==> src/spi_port_pkg.sv <==
package spi_port_pkg;
    // select-mode field encodings
    localparam logic [1:0] SEL_3WIRE = 2'h0;
    localparam logic [1:0] SEL_4WIRE_IN = 2'h1;
    localparam int SEL_HIGH_POS = 1;
    localparam int SEL_LOW_POS = 0;
    // byte geometry
    localparam int BYTE_BITS = 8;
    localparam int MSB_POS = 7;
    localparam logic [2:0] LAST_BIT = 3'h7;
    // master serial clock: half period in system clocks
    localparam int SCK_HALF_NS = 200;
    localparam int CLK_NS = 50;
    localparam int SCK_HALF_CYC = (SCK_HALF_NS + CLK_NS - 1) / CLK_NS;
    localparam logic [3:0] SCK_HALF_M1 = 4'(SCK_HALF_CYC - 1);
    // reset values
    localparam logic [7:0] BYTE_RESET = 8'h00;
endpackage

==> src/sync2.sv <==
`timescale 1ns/10ps
`default_nettype none
// two-stage synchroniser for one level from outside the clock domain
module sync2 #(
    parameter logic RESET_VALUE = 1'b0
) (
    input wire logic clk_sys,
    input wire logic reset_n,
    input wire logic clk_en,
    input wire logic async_in,
    output logic sync_out
);
    logic meta_q;

    // first stage is read only by the second stage; reset to the pin's
    // idle level so no false edge follows reset
    always_ff @(posedge clk_sys or negedge reset_n) begin
        if (!reset_n) begin
            meta_q <= RESET_VALUE;
            sync_out <= RESET_VALUE;
        end else if (clk_en) begin
            meta_q <= async_in;
            sync_out <= meta_q;
        end
    end
endmodule
`default_nettype wire

==> src/spi_port.sv <==
`timescale 1ns/10ps
`default_nettype none
// Function
// - master drives mosi, slave listens to it
// - master samples miso, slave drives it
// - bytes shift most significant bit first
// - master mosi shows shift register top bit
// - miso released when disabled or unselected
// - 3-wire slave always drives miso top bit
// - only master drives serial clock
// - 4-wire slave ignores sck while select high
// - mode 00: 3-wire, slave always selected
// - mode 01 slave: select pin addresses slave
// - mode 01 master: select fall disables master
// - mode 1x: select output follows low bit
// - select pin unrouted in 3-wire mode
// - every transfer is full duplex
// - mode fault clears enables, sets fault flag
// - 4-wire slave select fall resets bit counter
// - slave after eight bits: done, capture byte
// - master sets done flag at byte end
module spi_port (
    input wire logic clk_sys,
    input wire logic reset_n,
    input wire logic clk_en,
    input wire logic [1:0] select_mode_field,
    input wire logic enable_set,
    input wire logic enable_clr,
    input wire logic master_set,
    input wire logic master_clr,
    input wire logic [7:0] tx_byte,
    input wire logic tx_write,
    input wire logic done_clr,
    input wire logic fault_clr,
    input wire logic mosi_in,
    input wire logic miso_in,
    input wire logic sck_in,
    input wire logic sel_in,
    output logic mosi_out,
    output logic mosi_oe,
    output logic miso_out,
    output logic miso_oe,
    output logic sck_out,
    output logic sck_oe,
    output logic sel_out,
    output logic sel_oe,
    output logic sel_routed,
    output logic port_enable_bit,
    output logic master_enable_bit,
    output logic mode_fault_flag,
    output logic transfer_done_flag,
    output logic [7:0] rx_byte,
    output logic busy
);
    typedef enum logic [1:0] {IDLE = 2'b00, LOW = 2'b01, HIGH = 2'b11} mst_e;
    mst_e mst_q;
    logic [7:0] shift_q;
    logic [2:0] cnt_q;
    logic [3:0] div_q;
    logic sck_s, sck_prev_q, sel_s, sel_prev_q, mosi_s, miso_s;
    logic mode3, sel_pin_out, selected, sck_rise, sck_fall, sel_fall;
    logic slave_act, master_done, slave_done, fault;
    logic samp_q;

    sync2 #(.RESET_VALUE(1'b0)) u_sck (.clk_sys(clk_sys), .reset_n(reset_n),
        .clk_en(clk_en), .async_in(sck_in), .sync_out(sck_s));
    sync2 #(.RESET_VALUE(1'b1)) u_sel (.clk_sys(clk_sys), .reset_n(reset_n),
        .clk_en(clk_en), .async_in(sel_in), .sync_out(sel_s));
    sync2 #(.RESET_VALUE(1'b0)) u_mosi (.clk_sys(clk_sys), .reset_n(reset_n),
        .clk_en(clk_en), .async_in(mosi_in), .sync_out(mosi_s));
    sync2 #(.RESET_VALUE(1'b0)) u_miso (.clk_sys(clk_sys), .reset_n(reset_n),
        .clk_en(clk_en), .async_in(miso_in), .sync_out(miso_s));

    // decode of the select mode and link edges
    assign mode3 = (select_mode_field == spi_port_pkg::SEL_3WIRE);
    assign sel_pin_out = select_mode_field[spi_port_pkg::SEL_HIGH_POS];
    // select synchroniser resets high, the idle level of the pin
    assign selected = mode3 || !sel_s;
    assign sck_rise = sck_s && !sck_prev_q;
    assign sck_fall = !sck_s && sck_prev_q;
    assign sel_fall = !sel_s && sel_prev_q;
    assign slave_act = port_enable_bit && !master_enable_bit;
    assign fault = master_enable_bit && port_enable_bit && sel_fall
        && select_mode_field == spi_port_pkg::SEL_4WIRE_IN;
    assign master_done = (mst_q == HIGH) && div_q == 4'h0
        && cnt_q == spi_port_pkg::LAST_BIT;
    assign slave_done = slave_act && selected && sck_rise
        && cnt_q == spi_port_pkg::LAST_BIT;

    // edge history for the synchronised link lines
    always_ff @(posedge clk_sys or negedge reset_n) begin
        if (!reset_n) begin
            sck_prev_q <= 1'b0;
            sel_prev_q <= 1'b1;
        end else if (clk_en) begin
            sck_prev_q <= sck_s;
            sel_prev_q <= sel_s;
        end
    end

    // enable bits; a mode fault beats a software set
    always_ff @(posedge clk_sys or negedge reset_n) begin
        if (!reset_n) begin
            port_enable_bit <= 1'b0;
            master_enable_bit <= 1'b0;
        end else if (clk_en) begin
            if (fault) begin
                port_enable_bit <= 1'b0;
                master_enable_bit <= 1'b0;
            end else begin
                if (enable_set) port_enable_bit <= 1'b1;
                else if (enable_clr) port_enable_bit <= 1'b0;
                if (master_set) master_enable_bit <= 1'b1;
                else if (master_clr) master_enable_bit <= 1'b0;
            end
        end
    end

    // sticky flags: a set in the clearing cycle wins
    always_ff @(posedge clk_sys or negedge reset_n) begin
        if (!reset_n) begin
            mode_fault_flag <= 1'b0;
            transfer_done_flag <= 1'b0;
        end else if (clk_en) begin
            if (fault) mode_fault_flag <= 1'b1;
            else if (fault_clr) mode_fault_flag <= 1'b0;
            if (master_done || slave_done) transfer_done_flag <= 1'b1;
            else if (done_clr) transfer_done_flag <= 1'b0;
        end
    end

    // master clock generator, mode 0 timing: sample rise, shift fall
    always_ff @(posedge clk_sys or negedge reset_n) begin
        if (!reset_n) begin
            mst_q <= IDLE;
            div_q <= 4'h0;
        end else if (clk_en) begin
            unique case (mst_q)
                IDLE: if (master_enable_bit && port_enable_bit && tx_write) begin
                    mst_q <= LOW;
                    div_q <= spi_port_pkg::SCK_HALF_M1;
                end
                LOW: if (!master_enable_bit) mst_q <= IDLE;
                    else if (div_q != 4'h0) div_q <= div_q - 4'h1;
                    else begin
                        mst_q <= HIGH;
                        div_q <= spi_port_pkg::SCK_HALF_M1;
                    end
                HIGH: if (!master_enable_bit) mst_q <= IDLE;
                    else if (div_q != 4'h0) div_q <= div_q - 4'h1;
                    else begin
                        mst_q <= master_done ? IDLE : LOW;
                        div_q <= spi_port_pkg::SCK_HALF_M1;
                    end
                default: mst_q <= IDLE;
            endcase
        end
    end

    // shift register and bit counter, both roles, msb first
    always_ff @(posedge clk_sys or negedge reset_n) begin
        if (!reset_n) begin
            shift_q <= spi_port_pkg::BYTE_RESET;
            cnt_q <= 3'h0;
            rx_byte <= spi_port_pkg::BYTE_RESET;
            samp_q <= 1'b0;
        end else if (clk_en) begin
            if (!port_enable_bit) begin
                cnt_q <= 3'h0; // re-enable is the only 3-wire counter reset
            end else if (master_enable_bit) begin
                if (mst_q == IDLE && tx_write) begin
                    shift_q <= tx_byte;
                    cnt_q <= 3'h0;
                end else if (mst_q == LOW && div_q == 4'h0) begin
                    // sample at the rise; mosi must not move until the fall
                    samp_q <= miso_s;
                end else if (mst_q == HIGH && div_q == 4'h0) begin
                    shift_q <= {shift_q[6:0], samp_q};
                    cnt_q <= cnt_q + 3'h1;
                    if (master_done) rx_byte <= {shift_q[6:0], samp_q};
                end
            end else begin
                if (!mode3 && sel_fall) cnt_q <= 3'h0;
                else if (selected && sck_rise) begin
                    shift_q <= {shift_q[6:0], mosi_s};
                    cnt_q <= cnt_q + 3'h1;
                    if (slave_done) rx_byte <= {shift_q[6:0], mosi_s};
                end else if (tx_write && cnt_q == 3'h0 && !sck_s) begin
                    shift_q <= tx_byte;
                end
            end
        end
    end

    // registered pin drivers and directions
    always_ff @(posedge clk_sys or negedge reset_n) begin
        if (!reset_n) begin
            mosi_out <= 1'b0;
            mosi_oe <= 1'b0;
            miso_out <= 1'b0;
            miso_oe <= 1'b0;
            sck_out <= 1'b0;
            sck_oe <= 1'b0;
            sel_out <= 1'b1;
            sel_oe <= 1'b0;
            sel_routed <= 1'b0;
            busy <= 1'b0;
        end else if (clk_en) begin
            mosi_out <= shift_q[spi_port_pkg::MSB_POS];
            mosi_oe <= port_enable_bit && master_enable_bit;
            miso_out <= shift_q[spi_port_pkg::MSB_POS];
            miso_oe <= slave_act && selected;
            sck_out <= (mst_q == HIGH);
            sck_oe <= port_enable_bit && master_enable_bit;
            sel_out <= select_mode_field[spi_port_pkg::SEL_LOW_POS];
            sel_oe <= sel_pin_out;
            sel_routed <= !mode3;
            busy <= (mst_q != IDLE) || (slave_act && cnt_q != 3'h0);
        end
    end

    // checks
    mode_fault_a: assert property (@(posedge clk_sys)
        disable iff (!reset_n) clk_en && fault |=> !master_enable_bit
        && !port_enable_bit && mode_fault_flag)
        else $error("mode fault did not disable");
    miso_float_a: assert property (@(posedge clk_sys)
        disable iff (!reset_n) clk_en && !port_enable_bit |=> !miso_oe)
        else $error("miso driven while disabled");
    miso_unsel_a: assert property (@(posedge clk_sys)
        disable iff (!reset_n) clk_en && slave_act && !mode3 && sel_s
        |=> !miso_oe) else $error("miso driven while unselected");
    miso_3w_a: assert property (@(posedge clk_sys)
        disable iff (!reset_n) clk_en && slave_act && mode3 |=> miso_oe
        && miso_out == $past(shift_q[7])) else $error("3w miso");
    mosi_dir_a: assert property (@(posedge clk_sys)
        disable iff (!reset_n) clk_en
        |=> mosi_oe == $past(port_enable_bit && master_enable_bit))
        else $error("mosi direction wrong");
    sck_slave_a: assert property (@(posedge clk_sys)
        disable iff (!reset_n) clk_en && !master_enable_bit |=> !sck_oe)
        else $error("slave drove sck");
    sel_level_a: assert property (@(posedge clk_sys)
        disable iff (!reset_n) clk_en && select_mode_field[1] |=> sel_oe
        && sel_out == $past(select_mode_field[0])) else $error("sel out");
    sel_route_a: assert property (@(posedge clk_sys)
        disable iff (!reset_n) clk_en && mode3 |=> !sel_routed)
        else $error("sel routed");
    unsel_hold_a: assert property (@(posedge clk_sys)
        disable iff (!reset_n) clk_en && slave_act && !mode3 && sel_s
        |=> $stable(cnt_q)) else $error("sck not ignored");
    slave_byte_a: assert property (@(posedge clk_sys)
        disable iff (!reset_n) clk_en && slave_done
        |=> transfer_done_flag && cnt_q == 3'h0)
        else $error("slave byte end");
    master_byte_a: assert property (@(posedge clk_sys)
        disable iff (!reset_n) clk_en && master_done
        |=> transfer_done_flag && mst_q == IDLE)
        else $error("master byte end");
    cnt_reset_a: assert property (@(posedge clk_sys)
        disable iff (!reset_n) clk_en && slave_act && !mode3 && sel_fall
        |=> cnt_q == 3'h0) else $error("select fall no reset");
    master_xfer_c: cover property (@(posedge clk_sys) master_done);
    slave_xfer_c: cover property (@(posedge clk_sys) slave_done);
    fault_c: cover property (@(posedge clk_sys) fault);
endmodule
`default_nettype wire

==> config.mk <==
export PLATFORM = sky130hd
export DESIGN_NAME = spi_port
export DESIGN_NICKNAME = d
export VERILOG_FILES = /design/src/spi_port_pkg.sv /design/src/sync2.sv /design/src/spi_port.sv
export SDC_FILE = /design/constraint.sdc
export NUM_CORES = 1
export LEC_CHECK = 0
export CAP_MARGIN = 40
export CELL_PAD_IN_SITES_DETAIL_PLACEMENT = 1
export CELL_PAD_IN_SITES_GLOBAL_PLACEMENT = 1
export CORE_MARGIN = 10
export CORE_UTILIZATION = 25
export CTS_BUF_LIST = sky130_fd_sc_hd__clkbuf_16
export CTS_CLUSTER_SIZE = 20
export DETAILED_ROUTE_END_ITERATION = 12
export DONT_BUFFER_PORTS = 1
export PLACE_DENSITY_LB_ADDON = 0.2
export SETUP_SLACK_MARGIN = 0.2
export SYNTH_ARGS = -nofsm -noshare
export SYNTH_HDL_FRONTEND = slang
export SYNTH_SLANG_ARGS = --single-unit
==> constraint.sdc <==
create_clock -name clk_sys -period 1.9 [get_ports clk_sys]
set_input_delay 0.19 -clock clk_sys [delete_from_list [all_inputs] [get_ports clk_sys]]
set_output_delay 0.19 -clock clk_sys [all_outputs]
set_load 0.02 [all_outputs]
# Word level (Yosys, flattened, before mapping)
# Index checks and enable logic that the tools add are counted.
word_totals:
  reg_bits: 48
  latch_bits: 0
  ram_bits: 0
  rom_bits: 0
  inputBits: 24
  out_inout_bits: 22
  elab_cells: 145
  n_memories: 0
classes:
  n_addsub: 2
  n_mul: 0
  div: 0
  order_cmp: 0
  eq_ne: 18
  n_shift: 0
  n_mux: 43
  bitwise: 1
  reduce_logical: 53
op_table:
  columns: ["op", "n"]
  rows:
  - ["$mux 8", 15]
  - ["$mux 3", 7]
  - ["$logic_and 1x1->1", 19]
  - ["$mux 4", 3]
  - ["$reduce_and 4->1", 3]
  - ["$reduce_bool 2->1", 6]
  - ["$reduce_bool 3->1", 4]
  - ["$mux 1", 11]
  - ["$mux 2", 5]
  - ["$ne 3x3->1 const B", 3]
  - ["$reduce_and 9->1", 1]
  - ["$ne 2x2->1 const B", 4]
  - ["$pmux 4 s2", 1]
  - ["$reduce_and 2->1", 4]
  - ["$ne 2x1->1 const B", 3]
  - ["$pmux 2 s3", 1]
  - ["$reduce_and 6->1", 1]
  - ["$logic_not 1->1", 5]
  - ["$reduce_and 5->1", 1]
  - ["$eq 2x1->1 const B", 2]
  - ["$logic_not 2->1", 2]
  - ["$logic_not 4->1", 1]
  - ["$ne 4x1->1 const B", 1]
  - ["$ne 4x2->1 const B", 1]
  - ["other kinds (11)", 13]

# Logic depth before layout (Yosys ltp)
# Gate-level depths: netlist of run 1.
logic_depth:
  ltp_word: 9
  depth_mapped: 7
  mapped_depth_nobuf: 6

# Cells and area by module
# A second synthesis of run 1 with hierarchy kept.
unflattened:
  hier_cells: 197
  hier_area_um2: 2452.4
by_module_without_submodules:
  columns: ["module", "n_inst", "cells_each", "area_per_inst_um2", "seq_area_each_um2"]
  rows:
  - ["spi_port", 1, 181, 2159.6, 1003.5]
  - ["sync2 at u_miso ...", 3, 4, 72.6, 50.0]
  - ["sync2 at u_sel", 1, 4, 75.1, 52.6]

# Worst setup path after synthesis of run 1
# Ideal clock, no wire load.
synth_timing:
  path_type: "register to register"
  start: "register div_q[0]"
  end: "register cnt_q[0]"
  setup_time_ns: 0.128
  t_arrival_ns: 1.688
  required_time_ns: 1.772
  path_slack_ns: 0.084
  stages_incl_launch_ff: 7
  n_path_buf: 0
  synth_period_minus_slack_ns: 1.816
  cell_sequence: "dfrtp_1 > inv_1 > ha_1 > or3b_4 > o2111ai_2 > o211ai_2 > mux2_1"
synth_via:
  elab_chain_cells: 4
  word_cells_on_any_way: 6
  cone_classes: "2 x eq/ne; 4 x reduce/logical"
synth_rtl:
  columns: ["element", "line", "source"]
  rows:
  - ["start: declaration", "spi_port.sv:59", "logic [3:0] div_q;"]
  - ["start signal: assignment", "spi_port.sv:141", "div_q <= spi_port_pkg::SCK_HALF_M1;"]
  - ["start signal: assignment", "spi_port.sv:144", "else if (div_q != 4'h0) div_q <= div_q - 4'h1;"]
  - ["start signal: assignment", "spi_port.sv:147", "div_q <= spi_port_pkg::SCK_HALF_M1;"]
  - ["$logic_not 4->1 *", "spi_port.sv:174, spi_port.sv:177", null]
  - ["$logic_and 1x1->1, on equally long branches", "spi_port.sv:174, spi_port.sv:177", null]
  - ["$ne 4x4->1 (no source line) / $ne 4x2->1 (equally long branches)", null, null]
  - ["$reduce_and 4->1 (no source line) *", null, null]
  - ["end signal: assignment", "spi_port.sv:179", "cnt_q <= cnt_q + 3'h1;"]
  - ["end signal: assignment", "spi_port.sv:186", "cnt_q <= cnt_q + 3'h1;"]
  - ["end: declaration", "spi_port.sv:58", "logic [2:0] cnt_q;"]
# Mark *: on every way between the ends. The rest lies on a longest branch, timed or not.
# A chain may end at the register's enable or synchronous reset.

# Worst setup path after layout of run 1
layout_timing:
  start: "register mst_q[0]"
  end: "register shift_q[2]"
layout_via:
  elab_chain_cells: 4
  word_cells_on_any_way: 11
  cone_classes: "4 x eq/ne; 2 x mux; 5 x reduce/logical"
layout_rtl:
  columns: ["element", "line", "source"]
  rows:
  - ["start: declaration", "spi_port.sv:56", "mst_e mst_q;"]
  - ["start signal: assignment", "spi_port.sv:152", "mst_q <= master_done ? IDLE : LOW;"]
  - ["$eq 2x1->1, or another cell as far along", "spi_port.sv:174", "end else if (mst_q == LOW && div_q == 4'h0) begin"]
  - ["$logic_and 1x1->1, on equally long branches", "spi_port.sv:174, spi_port.sv:171, spi_port.sv:177", null]
  - ["$ne 3x3->1 (no source line), or another cell as far along", null, null]
  - ["$reduce_and 6->1 (no source line) / $mux 8 (equally long branches)", null, null]
  - ["end signal: assignment", "spi_port.sv:172", "shift_q <= tx_byte;"]
  - ["end signal: assignment", "spi_port.sv:178", "shift_q <= {shift_q[6:0], samp_q};"]
  - ["end signal: assignment", "spi_port.sv:185", "shift_q <= {shift_q[6:0], mosi_s};"]
  - ["end: declaration", "spi_port.sv:57", "logic [7:0] shift_q;"]
# Several ways; a longest one is shown, not always the timed one.

==> results of run 1 <==
-- final cells by class --
class                      count  area, um^2  share of cell area
timing repair buffer          28       276.5             0.08829
clock inverter                 3       37.54             0.01199
sequential                    48        1209              0.3859
inverter                      11       41.29             0.01318
multi-input combinational    129        1281              0.4091
tap                          129       161.4             0.05154
clock buffer                   5       125.1             0.03995
-- cell usage in the layout (no fill, tap or decap), types with 4 or more instances in the layout --
master,synthesis,routed
nand2_1,11,10
buf_4,2,21
dfrtp_1,44,42
mux2_2,22,17
a21oi_1,5,4
o21ai_0,7,6
nor2_1,11,11
dfstp_2,4,4
mux2_4,8,23
inv_1,11,11
clkbuf_16,0,5
-- power by group --
part / leakage, uW / internal, uW / total, uW / switching, uW
Combinational: 0.000694 / 538 / 905 / 367
Sequential: 0.000596 / 1230 / 1460 / 228
Clock: 0.0000864 / 612 / 990 / 378
-- what timing repair did --
item / in CTS / in global routing
setup buffers: 7 / 2
pin swaps: 6 / 5
endpoints found under the hold margin: 50 / 0
setup endpoints to repair: 22 / 22
resized for setup: 15 / 16
hold buffers: 3 / 0
-- logic make-up (layout without fill, tap and decap cells) --
group	after synthesis	after routing	share of synthesized area
buf+inv	22	47	0.04164
mux	41	41	0.2021
compound gates	36	36	0.1285
flops	48	48	0.4956
fa+ha+maj	4	4	0.02057
simple gates	48	48	0.1116
-- through the flow --
stage | power, uW | hold WS (ns) | utilization
2_1_floorplan | 1946 | -0.1056 | -
6_report | 3351 | 0.01618 | 0.3342
5_1_grt | 3578 | 0.01659 | 0.3342
3_3_place_gp | 2125 | -0.1024 | 0.2889
4_1_cts | 3329 | 0.004848 | 0.3252
3_5_place_dp | 2138 | -0.1024 | 0.2889
-- layer usage --
metal  vias up  global-route usage  wire, um
met1       811              0.1070      2772
met2        33              0.1352      2813
met3         9             0.03570       390
met5         -                   0         0
met4         0             0.02824        89
li1        770                   -         -
-- registers in the layout (all words and copies together), names as in the netlist, 2 cells and up --
register and flops:
cnt_q 3, mst_q 2, div_q 4, shift_q 8
rx_byte 8
-- final timing paths --
check	start	end	slack, ns	depth (start not counted)
worst max-delay path	mst_q[0]	shift_q[2]	0.03	5
worst min-delay path	clk_en	miso_oe	0.02	1
worst max register to register	mst_q[0]	shift_q[2]	0.03	5
worst min register to register	u_sck.meta_q	u_sck.sync_out	0.50	1
max in group asynchronous	reset_n	u_sel.meta_q	1.20	2
min in group asynchronous	reset_n	rx_byte[2]	0.43	2
==> results.py, run 1 <==
metrics = {
    "status": {
        "status": "finished, final reports clean",
    },
    "synth": {
        "ys_seq_area_frac": 0.4956,
        "synth_top_area_cell": "dfrtp_1",
        "synth.distinct_cells": 49,
        "yosysTopAreaCellShare": 0.4524,
        "synth_area_per_cell_um2": 12.23,
        "synth.area.top_cells": "dfrtp_1, mux2_2, mux2_1, mux2_4, dfstp_2",
        "synthCells": 199,
        "yosys_register_bits": 48,
        "synthFlopType": "dfrtp_1",
        "synth_nets": 227,
        "async_flop_share": 1.000,
        "synth_area_um2": 2434,
        "synth_common_cells": "dfrtp_1, mux2_2",
        "yosysMostFrequentCell": "dfrtp_1",
        "ys_warn_count": 0,
        "synth_edf_count": 0,
    },
    "place": {
        "place.port_buffers": 0,
        "dp_cells": 333,
        "place_congestion": 0.7279,
        "dp_worst_setup_slack_ns": 0.02026,
        "dp_hpwl_um": 4254,
        "placed_cell_area_um2": 2708,
    },
    "worst_setup_path": {
        "startpoint_type": "flop",
        "cp_slowest_stage_delay_ns": 0.43,
        "path_cells": "or3b_4, a32oi_4, buf_12, mux2_4, mux2_4",
        "critPathKind": "reg2reg",
        "critical-path-top-delay-family": "multiplexers",
        "critPathBufInv": 1,
        "arrival_ns": 2.04,
        "end_kind": "flop",
        "crit_slowest_cell": "or3b_4",
        "cp_max_fo": 7,
        "crit_top_cell": "mux2_4",
        "required_ns": 2.07,
    },
    "global_route": {
        "grt_pass1_wl_um": 9942,
        "antenna_found_initial": 0,
        "grt_pass1_vias": 1774,
        "grt_max_degree": 49,
        "track_usage": 0.08709,
        "overflow": 0,
    },
    "sta": {
        "min_period_ns": 1.866,
        "skew_ns": 0.002158,
        "rsz0062_at_grt": "yes",
        "period_share": 0.9823,
        "final_max_slew_viol_count": 0,
        "hold_violations": 0,
        "setup_ws_ns": 0.03372,
        "setup_violations": 0,
        "finalSetupTns_ns": 0,
        "slew_headroom": 0.6708,
        "fmax_ghz": 0.5358,
        "tightest_slew_ns": 0.4920,
    },
    "final_layout": {
        "nets": 251,
        "n_antenna_cell": 0,
        "final_cell_area_um2": 3132,
        "drive_above_1_share": 0.4509,
        "fill_cells": 1037,
        "area_growth_pct": 28.69,
        "fin_cells": 353,
    },
    "die": {
        "die_w_um": 118.7,
        "initial_utilization": 0.2597,
        "rows": 35,
        "coreArea_um2": 9371,
        "ios": 46,
        "die_area_um2": 14080,
        "die_h_um": 118.7,
    },
    "routing": {
        "drt_iter0_drc": 59,
        "detail_route.drc_violations": 0,
        "drt_pre_antenna_iters": 4,
        "route.vias.total": 1623,
        "viasPerCell": 4.598,
        "final_antenna_net_count": 0,
        "wl_per_cell_um": 17.18,
        "routed_wl_um": 6065,
    },
    "clock_network": {
        "cts_made_buffers": 5,
        "cts_sinks": 48,
        "cts.reportedPaths.clkPinSlew_ns": 0.06,
        "clkLatencyLatePin_ns": 0.28,
        "h-tree-depth": 2,
        "cts_tree": "built",
        "clockRootBuffer": "clkbuf_16",
        "clock_path_buffers": 2,
    },
    "power": {
        "power-per-cell-area_nw_per_um2": 1070,
        "ir_drop_uv": 613.2,
        "leakage_uw": 0.001376,
    },
    "min_path": {
        "hold_class": "in2reg",
    },
    "job": {
        "drv_cap": 0,
    },
}
(Power assumes the default switching activity.)
==> run 2: changes to the inputs <==
--- a/config.mk
+++ b/config.mk
@@ -8,6 +8,7 @@
 export CAP_MARGIN = 40
 export CELL_PAD_IN_SITES_DETAIL_PLACEMENT = 1
 export CELL_PAD_IN_SITES_GLOBAL_PLACEMENT = 1
+export CORE_ASPECT_RATIO = 0.8
 export CORE_MARGIN = 10
 export CORE_UTILIZATION = 25
 export CTS_BUF_LIST = sky130_fd_sc_hd__clkbuf_16
==> constraint.sdc (replaced) <==
create_clock -name clk_sys -period 1.6 [get_ports clk_sys]
set_input_delay 0.32 -clock clk_sys [delete_from_list [all_inputs] [get_ports clk_sys]]
set_output_delay 0.32 -clock clk_sys [all_outputs]
set_load 0.02 [all_outputs]
==> results.py, run 2 (same netlist as run 1, synthesis figures left out) <==
metrics = {
    "routing": {
        "final_antenna_net_count": 0,
        "route.vias.total": 1680,
        "detail_route.drc_violations": 0,
        "viasPerCell": 4.693,
        "drt_pre_antenna_iters": 4,
        "wl_per_cell_um": 17.90,
        "routed_wl_um": 6407,
        "drt_iter0_drc": 70,
    },
    "power": {
        "clkPwrFrac": 0.291,
        "seqPwrFrac": 0.415,
        "power-per-cell-area_nw_per_um2": 1281,
        "p_int_uw": 2955,
        "switching_share": 0.2910,
        "leakage_uw": 0.001444,
        "ir_drop_uv": 513.8,
        "p_switching_uw": 1213,
        "p_comb_frac": 0.295,
        "power_uw": 4167,
    },
    "worst_setup_path": {
        "end_kind": "flop",
        "reg2reg_slack_ns": -0.25,
        "reg2reg_to": "shift_q[6]",
        "timing.rr.start": "mst_q[1]",
        "cp_slowest_stage_delay_ns": 0.42,
        "crit_slowest_cell": "or3b_4",
        "startpoint_type": "flop",
        "path_cells": "or3b_4, a32oi_4, buf_12, mux2_4, mux2_4",
        "cp_max_fo": 7,
        "arrival_ns": 2.02,
        "r2r_cells": 5,
        "crit_start": "mst_q[1]",
        "crit_top_cell": "mux2_4",
        "critPathKind": "reg2reg",
        "required_ns": 1.77,
    },
    "final_layout": {
        "fill_cells": 1034,
        "n_antenna_cell": 0,
        "reg_top3": "rx_byte: 8 flops, shift_q: 8 flops, div_q: 4 flops",
        "mostFrequentLayoutCell": "dfrtp_1",
        "final_cell_mix": "dfrtp_1, buf_4, mux2_4, mux2_2, nor2_1",
        "area_growth_pct": 33.73,
        "final_cell_area_um2": 3254,
        "drive_above_1_share": 0.5230,
        "nets": 266,
    },
    "die": {
        "initial_utilization": 0.2543,
        "ios": 46,
        "coreArea_um2": 9569,
        "rows": 32,
        "die_w_um": 130.3,
        "die_h_um": 108.2,
        "die_area_um2": 14110,
    },
    "sta": {
        "fmax_ghz": 0.5412,
        "hold_violations": 48,
        "period_share": 1.155,
        "setup_ws_ns": -0.2477,
        "rsz0062_at_grt": "yes",
        "slew_headroom": 0.7393,
        "min_period_ns": 1.848,
        "setup_violations": 22,
        "final_max_slew_viol_count": 0,
        "skew_ns": 0.007691,
        "whs_ns": -0.2734,
        "tightest_slew_ns": 0.3911,
    },
    "place": {
        "place.port_buffers": 0,
        "placed_cell_area_um2": 2859,
        "dp_hpwl_um": 4695,
        "place_congestion": 0.7347,
    },
    "global_route": {
        "grt_pass1_wl_um": 10190,
        "track_usage": 0.09240,
        "overflow": 0,
        "antenna_found_initial": 0,
        "grt_pass1_vias": 1774,
        "grt_max_degree": 49,
    },
    "clock_network": {
        "cts_tree": "built",
        "clock_path_buffers": 2,
        "h-tree-depth": 2,
        "clockRootBuffer": "clkbuf_16",
        "cts_made_buffers": 5,
        "clkLatencyLatePin_ns": 0.29,
        "cts_sinks": 48,
        "cts.reportedPaths.clkPinSlew_ns": 0.07,
    },
    "min_path": {
        "hold_class": "in2async",
    },
    "status": {
        "violations": "negative hold slack, negative setup slack",
        "status": "complete, but fails checks",
    },
    "job": {
        "drv_cap": 0,
    },
}
-- run 2: worst max-delay path: cells and delay by family, from the launching register on --
kind,cells,cell delay [ns]
AOI/OAI and AO/OA,1,0.19
muxes,2,0.55
buffers and inverters,1,0.16
DFF,1,0.41
and+or+nand+nor,1,0.42
-- run 2: repair_timing --
action                     CTS  global route
setup endpoints to repair   28            27
gates resized for setup     21            20
setup buffers                3             3
pin swaps                    6             6
hold endpoints to repair    48            48
-- run 2: area by class of cell --
class | count | area [um^2] | share of cell area
clock buffer | 5 | 125.1 | 0.03845
clock inverter | 3 | 42.54 | 0.01307
inverter | 11 | 41.29 | 0.01269
multi-input combinational | 129 | 1320 | 0.4056
sequential | 48 | 1209 | 0.3714
tap | 119 | 148.9 | 0.04575
timing repair buffer | 43 | 367.9 | 0.1130
-- run 2: routing by layer --
metal,vias up,global-route usage,wire length (um),share of wire
met2,40,0.1286,2749,0.43
met5,-,0,0,0
met4,0,0.02163,43,0.0067
li1,791,-,-,-
met1,845,0.1297,3138,0.49
met3,4,0.03718,475,0.074
-- run 2: per-stage QoR --
| stage | setup TNS (ns) | util | setup slack (ns) | cells |
|---|---|---|---|---|
| global placement | -4.338 | 0.2988 | -0.2469 | 344 |
| floorplan | -2.658 | - | -0.1906 | 199 |
| global route | -5.221 | 0.3401 | -0.2918 | 358 |
| finish | -3.968 | 0.3401 | -0.2477 | 358 |
| CTS | -4.363 | 0.3283 | -0.2680 | 355 |
| detailed placement | -4.511 | 0.2988 | -0.2721 | 344 |
-- run 2: worst max-delay path by stage --
stage / endpoint / depth (start not counted)
CTS: shift_q[4] / 5
global placement: shift_q[6] / 4
global route: cnt_q[2] / 6
finish: shift_q[6] / 5
floorplan: shift_q[1] / 4
detailed placement: shift_q[5] / 4
-- run 2: power groups by stage --
stage | Combinational [uW] | Sequential [uW] | Clock [uW]
final | 1230 | 1730 | 1210
after global routing | 1340 | 1780 | 1320
after CTS | 1110 | 1730 | 1240
after detailed placement | 961 | 1740 | 0
after global placement | 932 | 1740 | 0
after floorplan | 646 | 1670 | 0
